### src/core/pah_defines.vh
/*
  Constants of the parameter apply and reset handler: parameter slots,
  attribute classes, reset values, command codes and state codes.
  Assumes inclusion by bare name from the core module and the bench files.
*/
// How it works
// - Class C applies on enable reset or R-event
// - Class R applies on power cycle, soft reset
// - Read-only parameter writes rejected, value kept
// - Unsaved changes lost on power off, soft reset
// - Enable mode needs no prior nonvolatile write
// - Enable reset with servo on errors 0045h
// - Servo on during enable reset raises alarm
// - Position reinitialised: zero or encoder/gear plus offset
// - Homing cleared incremental, complete absolute afterwards
// - Latch complete cleared after reset, any mode
// - Busy 0, 1 while running, 0; status held (cmd_done_r and cmd_err_r pulse for one cycle)
// - Class A and B changes apply immediately
`ifndef PAH_DEFINES_VH
`define PAH_DEFINES_VH

`define PAH_NPARAM        8
`define PAH_IDX_W         3
`define PAH_DATA_W        32

// Attribute classes
`define PAH_ATTR_A        3'h0
`define PAH_ATTR_B        3'h1
`define PAH_ATTR_C        3'h2
`define PAH_ATTR_R        3'h3
`define PAH_ATTR_RO       3'h4

// Parameter slots
`define PAH_IDX_GENERAL_A 3'h0
`define PAH_IDX_GENERAL_B 3'h1
`define PAH_IDX_GEAR_NUM  3'h2
`define PAH_IDX_GEAR_DEN  3'h3
`define PAH_IDX_ABS_MODE  3'h4
`define PAH_IDX_HOME_OFS  3'h5
`define PAH_IDX_GENERAL_R 3'h6
`define PAH_IDX_READONLY  3'h7

// Reset values of the slots
`define PAH_DEF_GENERAL_A 32'h0000_0000
`define PAH_DEF_GENERAL_B 32'h0000_0000
`define PAH_DEF_GEAR_NUM  32'h0000_0001
`define PAH_DEF_GEAR_DEN  32'h0000_0001
`define PAH_DEF_ABS_MODE  32'h0000_0001
`define PAH_DEF_HOME_OFS  32'h0000_0000
`define PAH_DEF_GENERAL_R 32'h0000_0000
`define PAH_DEF_READONLY  32'h0000_0000

// Reset command modes
`define PAH_MODE_SOFT     1'b0
`define PAH_MODE_CLASS_C  1'b1

// Command error codes
`define PAH_ERR_SERVO_ON  16'h0045
`define PAH_ERR_BUSY      16'h0001
`define PAH_ERR_NONE      16'h0000

// Division steps for the absolute position
`define PAH_DIV_STEPS     7'h40
`define PAH_CNT_W         7

// One-hot sequencer states
`define PAH_ST_IDLE       3'h1
`define PAH_ST_DIV        3'h2
`define PAH_ST_FIN        3'h4

`endif

### src/core/pah_core.v
/*
  Parameter store with attribute-dependent apply timing, nonvolatile image,
  and the reset command sequencer (soft reset and class C enable mode).
  Assumes commands come from same-clock logic; servo_on_req is a pin-level
  input and is synchronised here.
*/
`timescale 1ns/10ps
`include "pah_defines.vh"
module pah_core (
  clock,
  rst_n,
  wr_req,
  wr_idx,
  wr_data,
  rd_idx,
  nv_write_req,
  power_cycle,
  rst_cmd_req,
  rst_cmd_mode,
  servo_on_req,
  alarm_clr,
  enc_value,
  fb_delta,
  cmd_delta,
  home_done,
  latch_event,
  wr_ack_r,
  wr_rej_r,
  rd_data_r,
  busy_r,
  cmd_done_r,
  cmd_err_r,
  cmd_err_code_r,
  position_init_error_alarm_r,
  actual_pos_r,
  command_pos_r,
  deviation_r,
  homing_done_r,
  latch_done_r
);
  input  wire                     clock;
  input  wire                     rst_n;
  input  wire                     wr_req;
  input  wire [`PAH_IDX_W-1:0]    wr_idx;
  input  wire [`PAH_DATA_W-1:0]   wr_data;
  input  wire [`PAH_IDX_W-1:0]    rd_idx;
  input  wire                     nv_write_req;
  input  wire                     power_cycle;
  input  wire                     rst_cmd_req;
  input  wire                     rst_cmd_mode;
  input  wire                     servo_on_req;
  input  wire                     alarm_clr;
  input  wire [`PAH_DATA_W-1:0]   enc_value;
  input  wire [`PAH_DATA_W-1:0]   fb_delta;
  input  wire [`PAH_DATA_W-1:0]   cmd_delta;
  input  wire                     home_done;
  input  wire                     latch_event;
  output reg                      wr_ack_r;
  output reg                      wr_rej_r;
  output reg  [`PAH_DATA_W-1:0]   rd_data_r;
  output reg                      busy_r;
  output reg                      cmd_done_r;
  output reg                      cmd_err_r;
  output reg  [15:0]              cmd_err_code_r;
  output reg                      position_init_error_alarm_r;
  output reg  [`PAH_DATA_W-1:0]   actual_pos_r;
  output reg  [`PAH_DATA_W-1:0]   command_pos_r;
  output reg  [`PAH_DATA_W-1:0]   deviation_r;
  output reg                      homing_done_r;
  output reg                      latch_done_r;

  function [2:0] pah_attr;
    input [`PAH_IDX_W-1:0] idx;
    begin
      case (idx)
        `PAH_IDX_GENERAL_A: pah_attr = `PAH_ATTR_A;
        `PAH_IDX_GENERAL_B: pah_attr = `PAH_ATTR_B;
        `PAH_IDX_GEAR_NUM:  pah_attr = `PAH_ATTR_C;
        `PAH_IDX_GEAR_DEN:  pah_attr = `PAH_ATTR_C;
        `PAH_IDX_ABS_MODE:  pah_attr = `PAH_ATTR_C;
        `PAH_IDX_HOME_OFS:  pah_attr = `PAH_ATTR_C;
        `PAH_IDX_GENERAL_R: pah_attr = `PAH_ATTR_R;
        default:            pah_attr = `PAH_ATTR_RO;
      endcase
    end
  endfunction

  function [`PAH_DATA_W-1:0] pah_def;
    input [`PAH_IDX_W-1:0] idx;
    begin
      case (idx)
        `PAH_IDX_GENERAL_A: pah_def = `PAH_DEF_GENERAL_A;
        `PAH_IDX_GENERAL_B: pah_def = `PAH_DEF_GENERAL_B;
        `PAH_IDX_GEAR_NUM:  pah_def = `PAH_DEF_GEAR_NUM;
        `PAH_IDX_GEAR_DEN:  pah_def = `PAH_DEF_GEAR_DEN;
        `PAH_IDX_ABS_MODE:  pah_def = `PAH_DEF_ABS_MODE;
        `PAH_IDX_HOME_OFS:  pah_def = `PAH_DEF_HOME_OFS;
        `PAH_IDX_GENERAL_R: pah_def = `PAH_DEF_GENERAL_R;
        default:            pah_def = `PAH_DEF_READONLY;
      endcase
    end
  endfunction

  // Staged value, live value and nonvolatile image per slot
  reg  [`PAH_DATA_W-1:0]  stg_r [0:`PAH_NPARAM-1];
  reg  [`PAH_DATA_W-1:0]  act_r [0:`PAH_NPARAM-1];
  reg  [`PAH_DATA_W-1:0]  nv_r  [0:`PAH_NPARAM-1];

  reg  [2:0]              state_r;
  reg  [2:0]              state_nxt;
  reg  [`PAH_CNT_W-1:0]   cnt_r;
  reg  [63:0]             dvd_r;
  reg  [32:0]             rem_r;
  reg  [`PAH_DATA_W-1:0]  num_r;
  reg  [32:0]             rem_sh;
  reg  [32:0]             rem_sub;
  wire                    servo_on;
  wire [2:0]              wr_attr;
  wire                    wr_ok;
  wire                    wr_live;
  wire                    cmd_idle;
  wire                    soft_go;
  wire                    cen_go;
  wire                    cen_refuse;
  wire                    reload;
  wire                    c_apply;
  wire                    abs_mode;
  wire [`PAH_DATA_W-1:0]  init_pos;

  pah_sync u_servo_sync (
    .clock (clock),
    .rst_n (rst_n),
    .din   (servo_on_req),
    .dout  (servo_on)
  );

  assign wr_attr    = pah_attr(wr_idx);
  assign wr_ok      = wr_req && (wr_attr != `PAH_ATTR_RO);
  assign wr_live    = (wr_attr == `PAH_ATTR_A) || (wr_attr == `PAH_ATTR_B);
  assign cmd_idle   = (state_r == `PAH_ST_IDLE);
  assign soft_go    = rst_cmd_req && cmd_idle && (rst_cmd_mode == `PAH_MODE_SOFT);
  // Enable mode is refused while the servo is on
  assign cen_refuse = rst_cmd_req && cmd_idle && (rst_cmd_mode == `PAH_MODE_CLASS_C)
                      && servo_on;
  assign cen_go     = rst_cmd_req && cmd_idle && (rst_cmd_mode == `PAH_MODE_CLASS_C)
                      && !servo_on;
  // Reload from the nonvolatile image drops unsaved edits
  assign reload     = power_cycle || soft_go;
  assign c_apply    = (state_r == `PAH_ST_FIN);
  assign abs_mode   = act_r[`PAH_IDX_ABS_MODE][0];
  assign init_pos   = abs_mode ? (dvd_r[31:0] + act_r[`PAH_IDX_HOME_OFS]) :
                                 {`PAH_DATA_W{1'b0}};

  genvar g;
  generate
    for (g = 0; g < `PAH_NPARAM; g = g + 1) begin : g_slot
      localparam integer              slot_n = g;
      localparam [`PAH_IDX_W-1:0]     slot   = slot_n[`PAH_IDX_W-1:0];
      always @(posedge clock or negedge rst_n) begin
        if (!rst_n) begin
          stg_r[g] <= pah_def(slot);
          act_r[g] <= pah_def(slot);
          nv_r[g]  <= pah_def(slot);
        end else begin
          if (reload) begin
            stg_r[g] <= nv_r[g];
            act_r[g] <= nv_r[g];
          end else begin
            if (wr_ok && (wr_idx == slot)) begin
              stg_r[g] <= wr_data;
            end
            if (wr_ok && wr_live && (wr_idx == slot)) begin
              act_r[g] <= wr_data;
            end else if (c_apply && (pah_attr(slot) == `PAH_ATTR_C)) begin
              act_r[g] <= stg_r[g];
            end
          end
          if (nv_write_req) begin
            nv_r[g] <= stg_r[g];
          end
        end
      end
    end
  endgenerate

  always @* begin
    state_nxt = state_r;
    case (state_r)
      `PAH_ST_IDLE: begin
        if (cen_go) begin
          state_nxt = `PAH_ST_DIV;
        end
      end
      `PAH_ST_DIV: begin
        if (cnt_r == `PAH_DIV_STEPS) begin
          state_nxt = `PAH_ST_FIN;
        end
      end
      `PAH_ST_FIN: begin
        state_nxt = `PAH_ST_IDLE;
      end
      default: begin
        state_nxt = `PAH_ST_IDLE;
      end
    endcase
  end

  // One restoring step of encoder*den / num
  always @* begin
    rem_sh  = {rem_r[31:0], dvd_r[63]};
    rem_sub = rem_sh - {1'b0, num_r};
  end

  always @(posedge clock or negedge rst_n) begin
    if (!rst_n) begin
      state_r <= `PAH_ST_IDLE;
      cnt_r   <= {`PAH_CNT_W{1'b0}};
      dvd_r   <= 64'h0000_0000_0000_0000;
      rem_r   <= 33'h0_0000_0000;
      num_r   <= {`PAH_DATA_W{1'b0}};
    end else begin
      state_r <= state_nxt;
      if (cen_go) begin
        // Staged gear values, since they take effect with this command
        cnt_r <= {`PAH_CNT_W{1'b0}};
        dvd_r <= enc_value * stg_r[`PAH_IDX_GEAR_DEN];
        rem_r <= 33'h0_0000_0000;
        num_r <= stg_r[`PAH_IDX_GEAR_NUM];
      end else if ((state_r == `PAH_ST_DIV) && (cnt_r != `PAH_DIV_STEPS)) begin
        cnt_r <= cnt_r + 7'h01;
        if ((num_r != {`PAH_DATA_W{1'b0}}) && !rem_sub[32]) begin
          rem_r <= rem_sub;
          dvd_r <= {dvd_r[62:0], 1'b1};
        end else begin
          rem_r <= rem_sh;
          dvd_r <= {dvd_r[62:0], 1'b0};
        end
      end
    end
  end

  // Command status, busy flag and alarm
  always @(posedge clock or negedge rst_n) begin
    if (!rst_n) begin
      busy_r                      <= 1'b0;
      cmd_done_r                  <= 1'b0;
      cmd_err_r                   <= 1'b0;
      cmd_err_code_r              <= `PAH_ERR_NONE;
      position_init_error_alarm_r <= 1'b0;
      wr_ack_r                    <= 1'b0;
      wr_rej_r                    <= 1'b0;
      rd_data_r                   <= {`PAH_DATA_W{1'b0}};
    end else begin
      busy_r     <= (state_nxt != `PAH_ST_IDLE);
      cmd_done_r <= c_apply || soft_go;
      cmd_err_r  <= cen_refuse || (rst_cmd_req && !cmd_idle);
      if (cen_refuse) begin
        cmd_err_code_r <= `PAH_ERR_SERVO_ON;
      end else if (rst_cmd_req && !cmd_idle) begin
        cmd_err_code_r <= `PAH_ERR_BUSY;
      end else if (rst_cmd_req) begin
        cmd_err_code_r <= `PAH_ERR_NONE;
      end
      // Set wins over a clear in the same cycle
      if (busy_r && servo_on) begin
        position_init_error_alarm_r <= 1'b1;
      end else if (alarm_clr) begin
        position_init_error_alarm_r <= 1'b0;
      end
      wr_ack_r  <= wr_ok;
      wr_rej_r  <= wr_req && !wr_ok;
      rd_data_r <= act_r[rd_idx];
    end
  end

  // Position, homing and latch; frozen while the command runs
  always @(posedge clock or negedge rst_n) begin
    if (!rst_n) begin
      actual_pos_r  <= {`PAH_DATA_W{1'b0}};
      command_pos_r <= {`PAH_DATA_W{1'b0}};
      deviation_r   <= {`PAH_DATA_W{1'b0}};
      homing_done_r <= 1'b0;
      latch_done_r  <= 1'b0;
    end else if (c_apply) begin
      actual_pos_r  <= init_pos;
      command_pos_r <= init_pos;
      deviation_r   <= {`PAH_DATA_W{1'b0}};
      homing_done_r <= abs_mode;
      latch_done_r  <= 1'b0;
    end else if (cmd_idle && !cen_go) begin
      actual_pos_r  <= actual_pos_r + fb_delta;
      command_pos_r <= command_pos_r + cmd_delta;
      deviation_r   <= deviation_r + cmd_delta - fb_delta;
      if (home_done) begin
        homing_done_r <= 1'b1;
      end
      if (latch_event) begin
        latch_done_r <= 1'b1;
      end
    end
  end
endmodule // pah_core

### src/core/pah_sync.v
/*
  Three-stage synchroniser with agreement filter for one level.
  Assumes an asynchronous level input and one clock domain.
*/
`timescale 1ns/10ps
module pah_sync (
  clock,
  rst_n,
  din,
  dout
);
  input  wire clock;
  input  wire rst_n;
  input  wire din;
  output reg  dout;

  reg s1_r;
  reg s2_r;
  reg s3_r;

  // Output changes only once stages two and three agree
  always @(posedge clock or negedge rst_n) begin
    if (!rst_n) begin
      s1_r <= 1'b0;
      s2_r <= 1'b0;
      s3_r <= 1'b0;
      dout <= 1'b0;
    end else begin
      s1_r <= din;
      s2_r <= s1_r;
      s3_r <= s2_r;
      if (s2_r == s3_r) begin
        dout <= s3_r;
      end
    end
  end
endmodule // pah_sync
### config.mk
export PLATFORM = sky130hd
export DESIGN_NAME = pah_core
export DESIGN_NICKNAME = d
export VERILOG_FILES = /design/src/core/pah_core.v /design/src/core/pah_sync.v
export VERILOG_INCLUDE_DIRS = /design/src /design/src/core
export SDC_FILE = /design/constraint.sdc
export NUM_CORES = 2
export LEC_CHECK = 0
export ABC_CLOCK_PERIOD_IN_PS = 8100
export BUFFER_PORTS_ARGS = -buffer_cell sky130_fd_sc_hd__buf_2
export CAP_MARGIN = 20
export CELL_PAD_IN_SITES_DETAIL_PLACEMENT = 1
export CELL_PAD_IN_SITES_GLOBAL_PLACEMENT = 1
export CORE_UTILIZATION = 40
export CTS_BUF_LIST = sky130_fd_sc_hd__clkbuf_2 sky130_fd_sc_hd__clkbuf_4 sky130_fd_sc_hd__clkbuf_8
export CTS_CLUSTER_SIZE = 40
export DETAILED_ROUTE_END_ITERATION = 10
export PLACE_DENSITY_LB_ADDON = 0.1
export SETUP_SLACK_MARGIN = 0.05
export SYNTH_ARGS = -nofsm -noshare
export SYNTH_HDL_FRONTEND = slang
export SYNTH_SLANG_ARGS = --single-unit
### constraint.sdc
create_clock -name clock -period 8.1 [get_ports clock]
set_input_delay 0.405 -clock clock [delete_from_list [all_inputs] [get_ports clock]]
set_output_delay 0.405 -clock clock [all_outputs]
set_load 0.01 [all_outputs]
## After elaboration in Yosys (flattened, before gate mapping)

Index checks and enable logic that the tools add are counted.

| operators by class | value |
|---|---|
| mux-type cells | 69 |
| $add $sub $neg | 7 |
| bitwise operators | 2 |
| equality and inequality tests | 16 |
| reductions and logical operators | 66 |
| multiply operators | 1 |
| $lt $le $gt $ge | 1 |

Operators by type and width:

| cell | number |
|---|---|
| two-way mux 32 bit | 48 |
| adder 32 bit | 4 |
| two-way mux 64 bit | 2 |
| binary-select mux 32 bit (select 3 bit) | 1 |
| multiplier 32 x 32 -> 64 bit | 1 |
| two-way mux 16 bit | 3 |
| nonzero test 2 bit | 17 |
| subtractor 33 x 32 -> 33 bit | 1 |
| nonzero test 32 bit | 1 |
| subtractor 32 bit | 1 |
| logical AND 1 bit | 29 |
| equality test 3 bit (second input constant) | 5 |
| nonzero test 3 bit | 5 |
| two-way mux 7 bit | 2 |
| one-hot mux 3 bit (4 select lines) | 1 |
| equality test 3 x 1 -> 1 bit (second input constant) | 3 |
| equality test 3 x 2 -> 1 bit (second input constant) | 3 |
| two-way mux 1 bit | 9 |
| adder 7 x 1 -> 7 bit (second input constant) | 1 |
| equality test 7 bit (second input constant) | 1 |
| inequality test 7 bit (second input constant) | 1 |
| zero test 3 bit | 2 |
| two-way mux 3 bit | 2 |
| one-hot mux 3 bit (2 select lines) | 1 |
| other kinds (10) | 18 |

| word-level totals | value |
|---|---|
| input port bits | 145 |
| bits in registers | 1,062 |

## Longest topological paths before layout

| depth | value |
|---|---|
| depth in word-level cells | 9 |
| depth in mapped cells | 29 |
| gate-level depth less buffers | 26 |

## Cells and area by module

Synthesis repeated with hierarchy kept, for this count alone.

| unflattened totals | value |
|---|---|
| cells, all modules | 8,925 |
| area total of the unflattened synthesis | 85,273.0 µm² |

By module, submodules not included:

| module | cells each | sequential area each (µm²) | area an instance (µm²) | times used |
|---|---|---|---|---|
| pah_core | 8,920 | 26,137.6 | 85,161.7 | 1 |
| pah_sync | 5 | 100.1 | 111.4 | 1 |

## Worst setup path before layout

No wires, ideal clock.

| timing | value |
|---|---|
| path kind | reg-to-reg |
| start point | reg stg_r[136] (netlist bit) |
| end point | reg dvd_r[59] |
| path buffers | 3 |
| path slack | 0.880 ns |
| data arrival time | 7.088 ns |
| period minus slack after synthesis | 7.220 ns |
| stages on the path, launching flop included | 27 |
| required time | 7.968 ns |
| cell sequence | dfrtp_1 clkbuf_1 clkbuf_1 nand2_1 fa_1 fa_1 fa_1 fa_1 inv_1 fa_1 fa_1 fa_1 inv_1 fa_1 inv_1 ha_1 clkbuf_2 nand4_1 nor3_1 nand2_1 a2111oi_2 o21ai_1 a21oi_2 a31oi_1 o41ai_2 xnor2_1 o21ai_1 |

| between the ends | value |
|---|---|
| longest elaborated chain between the ends | 2 |

Ends and longest elaborated chain:

| item | line | text |
|---|---|---|
| start: declaration | pah_core.v:105 | `` reg [`PAH_DATA_W-1:0] stg_r [0:`PAH_NPARAM-1]; `` |
| start signal: indexed assignment | pah_core.v:161 | `stg_r[g] <= pah_def(slot);` |
| start signal: indexed assignment | pah_core.v:166 | `stg_r[g] <= nv_r[g];` |
| start signal: indexed assignment | pah_core.v:170 | `stg_r[g] <= wr_data;` |
| multiplier 32 x 32 -> 64 bit | pah_core.v:226 | `` dvd_r <= enc_value * stg_r[`PAH_IDX_GEAR_DEN]; `` |
| two-way mux 64 bit | pah_core.v:223 | `if (cen_go) begin` |
| end signal: assignment | pah_core.v:226 |  |
| end signal: assignment | pah_core.v:233 | `dvd_r <= {dvd_r[62:0], 1'b1};` |
| end signal: assignment | pah_core.v:236 | `dvd_r <= {dvd_r[62:0], 1'b0};` |
| end: declaration | pah_core.v:112 | `reg [63:0] dvd_r;` |

Every way passes these cells.
A chain may end at the register's enable or synchronous reset.

## Final worst setup path

| timing | value |
|---|---|
| start point | reg stg_r[143] (netlist bit) |
| end point | reg dvd_r[61] |

Same word-level chain as after synthesis.

==> out/metrics.csv <==
metric;value;unit
final std cells w/o fill;12000;
Netlist Area Pre-Place;84900;um^2
worst-skew pair later-pin latency;0.98;ns
CP Max Fanout;32;
WL/cell;23.4;um
worst path cell trace;buf_12 -> and2_1 -> fa_1 -> fa_1 -> inv_1 -> fa_1 -> fa_1 -> fa_1 -> inv_1 -> fa_1 -> fa_1 -> fa_1 -> ha_1 -> a21oi_1 -> o21ai_0 -> a221o_1 -> a311o_1 -> o21ai_2 -> a21oi_2 -> a41oi_1 -> buf_4 -> xor2_1 -> o21ai_0;
Area Growth Syn to Fin;11.7;%
total number of vias;65200;
CTS tree;built;
status;finished, final reports clean;
share of layout cells above drive strength 1;13.4;%
Final Hold Viols;0;
maximum buffer depth of the clock tree;3;
Post-DP HPWL;208;mm
Placed Cells;11600;
DRT antenna net count;0;
Die H;463;um
Setup Skew;0.133;ns
Port Buffer Count;283;
critical path's largest stage delay;0.61;ns
final setup violation count;0;
DR pass1 iterations;5;
Overall Global Routing Usage;26.7;%
I/O pin count;297;
worst setup path class;flop to flop;
Filler cells;23800;
initial antenna violation count;17;
#FFs+latches synth;1048;
worst min path class;input port to flop;
# clock sinks;1048;
EDFF count, synth;0;
# DRC;0;
most frequent CP cell;fa_1;
Worst setup EP type;flop;
worst slew pin tran;1.17;ns
CTS H-tree depth;4;
gpl congestion;0.885;
Core ar.;210000;um^2
Crit path arrival time;8.51;ns
MaxCap Viol Count;0;
postcts setup bufs;0;
fin crit period;7.71;ns
CP Launch Type;flop;
Die W;463;um
DIE AREA;214000;um^2
Final nets;10600;
critical path's slowest cell;fa_1;
total wire length;282;mm
first-pass GRT wire length;443;mm
Cells after Synth;8846;
Avg Cell Area, Syn;9.60;um^2
unrepaired setup endpoints after global routing;no;
initial core utilization;40.4;%
yosys warns;0;
Synth cell types;97;
Synth Flop Type;dfrtp_1;
DR iter-0 viols;3780;
Clock Tree Root;clkbuf_8;
FFs w/ async S/R, synth;100;%
fin crit share;95.2;%
Max Clk Rate;130;MHz
total gr overflow;0;
Final Max Tran Viols;0;
setup TNS;0;ns
CTS buffer count;193;
vias in the first global route;72700;
Seq/Total Area, Yosys;30.9;%
Vias/cell;5.42;
largest net degree at the start of global routing;203;
worst relative slew slack;22.0;%
Req. time, crit path;8.90;ns
row cnt;168;
Clk pin slew, worst setup/hold paths;0.07;ns
## cells in the mapped netlist, types with 12 or more instances
cell,n,area share (%)
o21ai_0,233,1.4
o221ai_1,12,0.12
nor4_1,14,0.10
mux4_2,64,1.7
nand2b_1,27,0.20
mux2_2,289,3.8
nand2_1,1600,7.1
a21oi_1,398,2.3
a221o_1,14,0.17
nand3_1,123,0.73
ha_1,422,6.2
nor2_1,302,1.3
o211ai_1,45,0.40
or3_1,18,0.13
a31oi_1,283,2.1
o21a_1,28,0.25
fa_1,931,22
clkbuf_1,475,2.1
inv_1,1061,4.7
and3_1,17,0.13
o21bai_1,36,0.32
a211oi_1,19,0.17
nor2b_1,35,0.26
mux2i_1,61,0.72
and2_1,608,4.5
o21ai_1,58,0.34
xnor2_1,107,1.1
buf_1,22,0.097
a22oi_1,57,0.50
buf_4,16,0.14
a21o_1,98,0.87
dfrtp_1,1038,31
nand4_1,32,0.24
nor3_1,30,0.18
xor2_1,80,0.83
## timing repair
| item | 4_1_cts | 5_1_grt |
|---|---|---|
| hold buffers | 66 | 0 |
| gates resized for setup | 0 | 1 |
| hold endpoints to repair | 394 | 0 |
| endpoints found under the setup margin | 0 | 5 |
## flip-flops by register name (all words and copies together), names as in the netlist, 2 cells and up
name            count
actual_pos_r       32
dvd_r              64
stg_r             256
state_r             3
rd_data_r          32
cnt_r               7
command_pos_r      32
num_r              32
deviation_r        32
cmd_err_code_r      2
nv_r              256
act_r             255
rem_r              32
## metrics by stage
stage / area, um^2 / hold slack [ns] / setup slack (ns) / util (%)
global placement: 89800 / 0.340 / 0.166 / 42.7
detailed placement: 89800 / 0.340 / 0.0884 / 42.7
finish: 94900 / 0.0783 / 0.390 / 45.1
CTS: 94800 / 0.00571 / 0.305 / 45.1
floorplan: 84900 / 0.109 / 0.880 / -
global route: 94900 / 0.0548 / 0.0556 / 45.1
## cells by family after synthesis
| group | after synthesis | synth area share (%) |
|---|---|---|
| and+or+nand+nor | 2840 | 15.2 |
| buffers and inverters | 1591 | 7.15 |
| AOI/OAI and AO/OA | 1410 | 10.4 |
| adders and majority gates | 1354 | 28.2 |
| DFF | 1048 | 30.9 |
| muxes | 415 | 6.28 |
| xor gates and xnor gates | 187 | 1.93 |
| other | 1 | 0.00442 |
## final timing paths
path / end / cells after the start / slack, ns / start
max in group asynchronous: dvd_r[51] / 4 / 5.71 / rst_n
max: dvd_r[61] / 23 / 0.39 / stg_r[143]
min in group asynchronous: rd_data_r[7] / 2 / 0.12 / rst_n
min: command_pos_r[20] / 4 / 0.08 / cmd_delta[20]
min reg2reg: u_servo_sync.s2_r / 0 / 0.35 / u_servo_sync.s1_r
max reg2reg: dvd_r[61] / 23 / 0.39 / stg_r[143]
## cell usage in the layout (no fill, tap or decap), types with 17 or more instances in the layout
cell	instances
nor2b_1	33
buf_12	41
fa_1	931
o21a_1	28
nor3_1	28
mux4_2	64
nand2b_1	26
a22oi_1	57
nand2_1	1595
nor2_1	297
buf_4	145
o211ai_1	45
xnor2_1	107
inv_1	1061
a21o_1	98
dfrtp_1	1038
nand3_1	121
o21ai_1	57
clkbuf_8	243
a21oi_1	398
xor2_1	80
and3_1	17
clkinv_2	23
buf_2	279
a211oi_1	19
nand4_1	32
clkbuf_4	64
mux2_2	289
dlygate4sd3_1	66
mux2i_1	61
o21ai_0	233
and2_1	606
or3_1	17
ha_1	422
a31oi_1	283
o21bai_1	36
## worst max-delay path: cells and delay by family, from the launching register on
kind / cells / cell delay [ns]
compound gates: 8 / 1.79
fa+ha+maj: 9 / 4.45
xor+xnor: 1 / 0.13
flops: 1 / 0.44
simple gates: 1 / 0.23
buf+inv: 4 / 0.44
## layout make-up
cell class	count	area, um^2	share of cell area (%)
flip-flops and latches	1048	26200	27.7
inverters	1061	3980	4.20
clock inverters	42	569	0.600
clock buffers	307	3820	4.03
repair buffers	533	4000	4.21
multi-input cells	6219	52700	55.6
well taps	2805	3510	3.70
diodes	6	15.0	0.0158
## metal layers
metal	share of wire, %	wire length (um)	up-vias	track usage (%)
met2	48	135000	1207	44.4
met5	0.020	57	-	0
met1	46	130000	34500	37.1
li1	-	-	29100	-
met3	3.6	10200	363	3.13
met4	2.2	6100	8	6.16
Power is not shown: default switching activity piles up to over one toggle a cycle in this logic, so the estimate is an artifact.
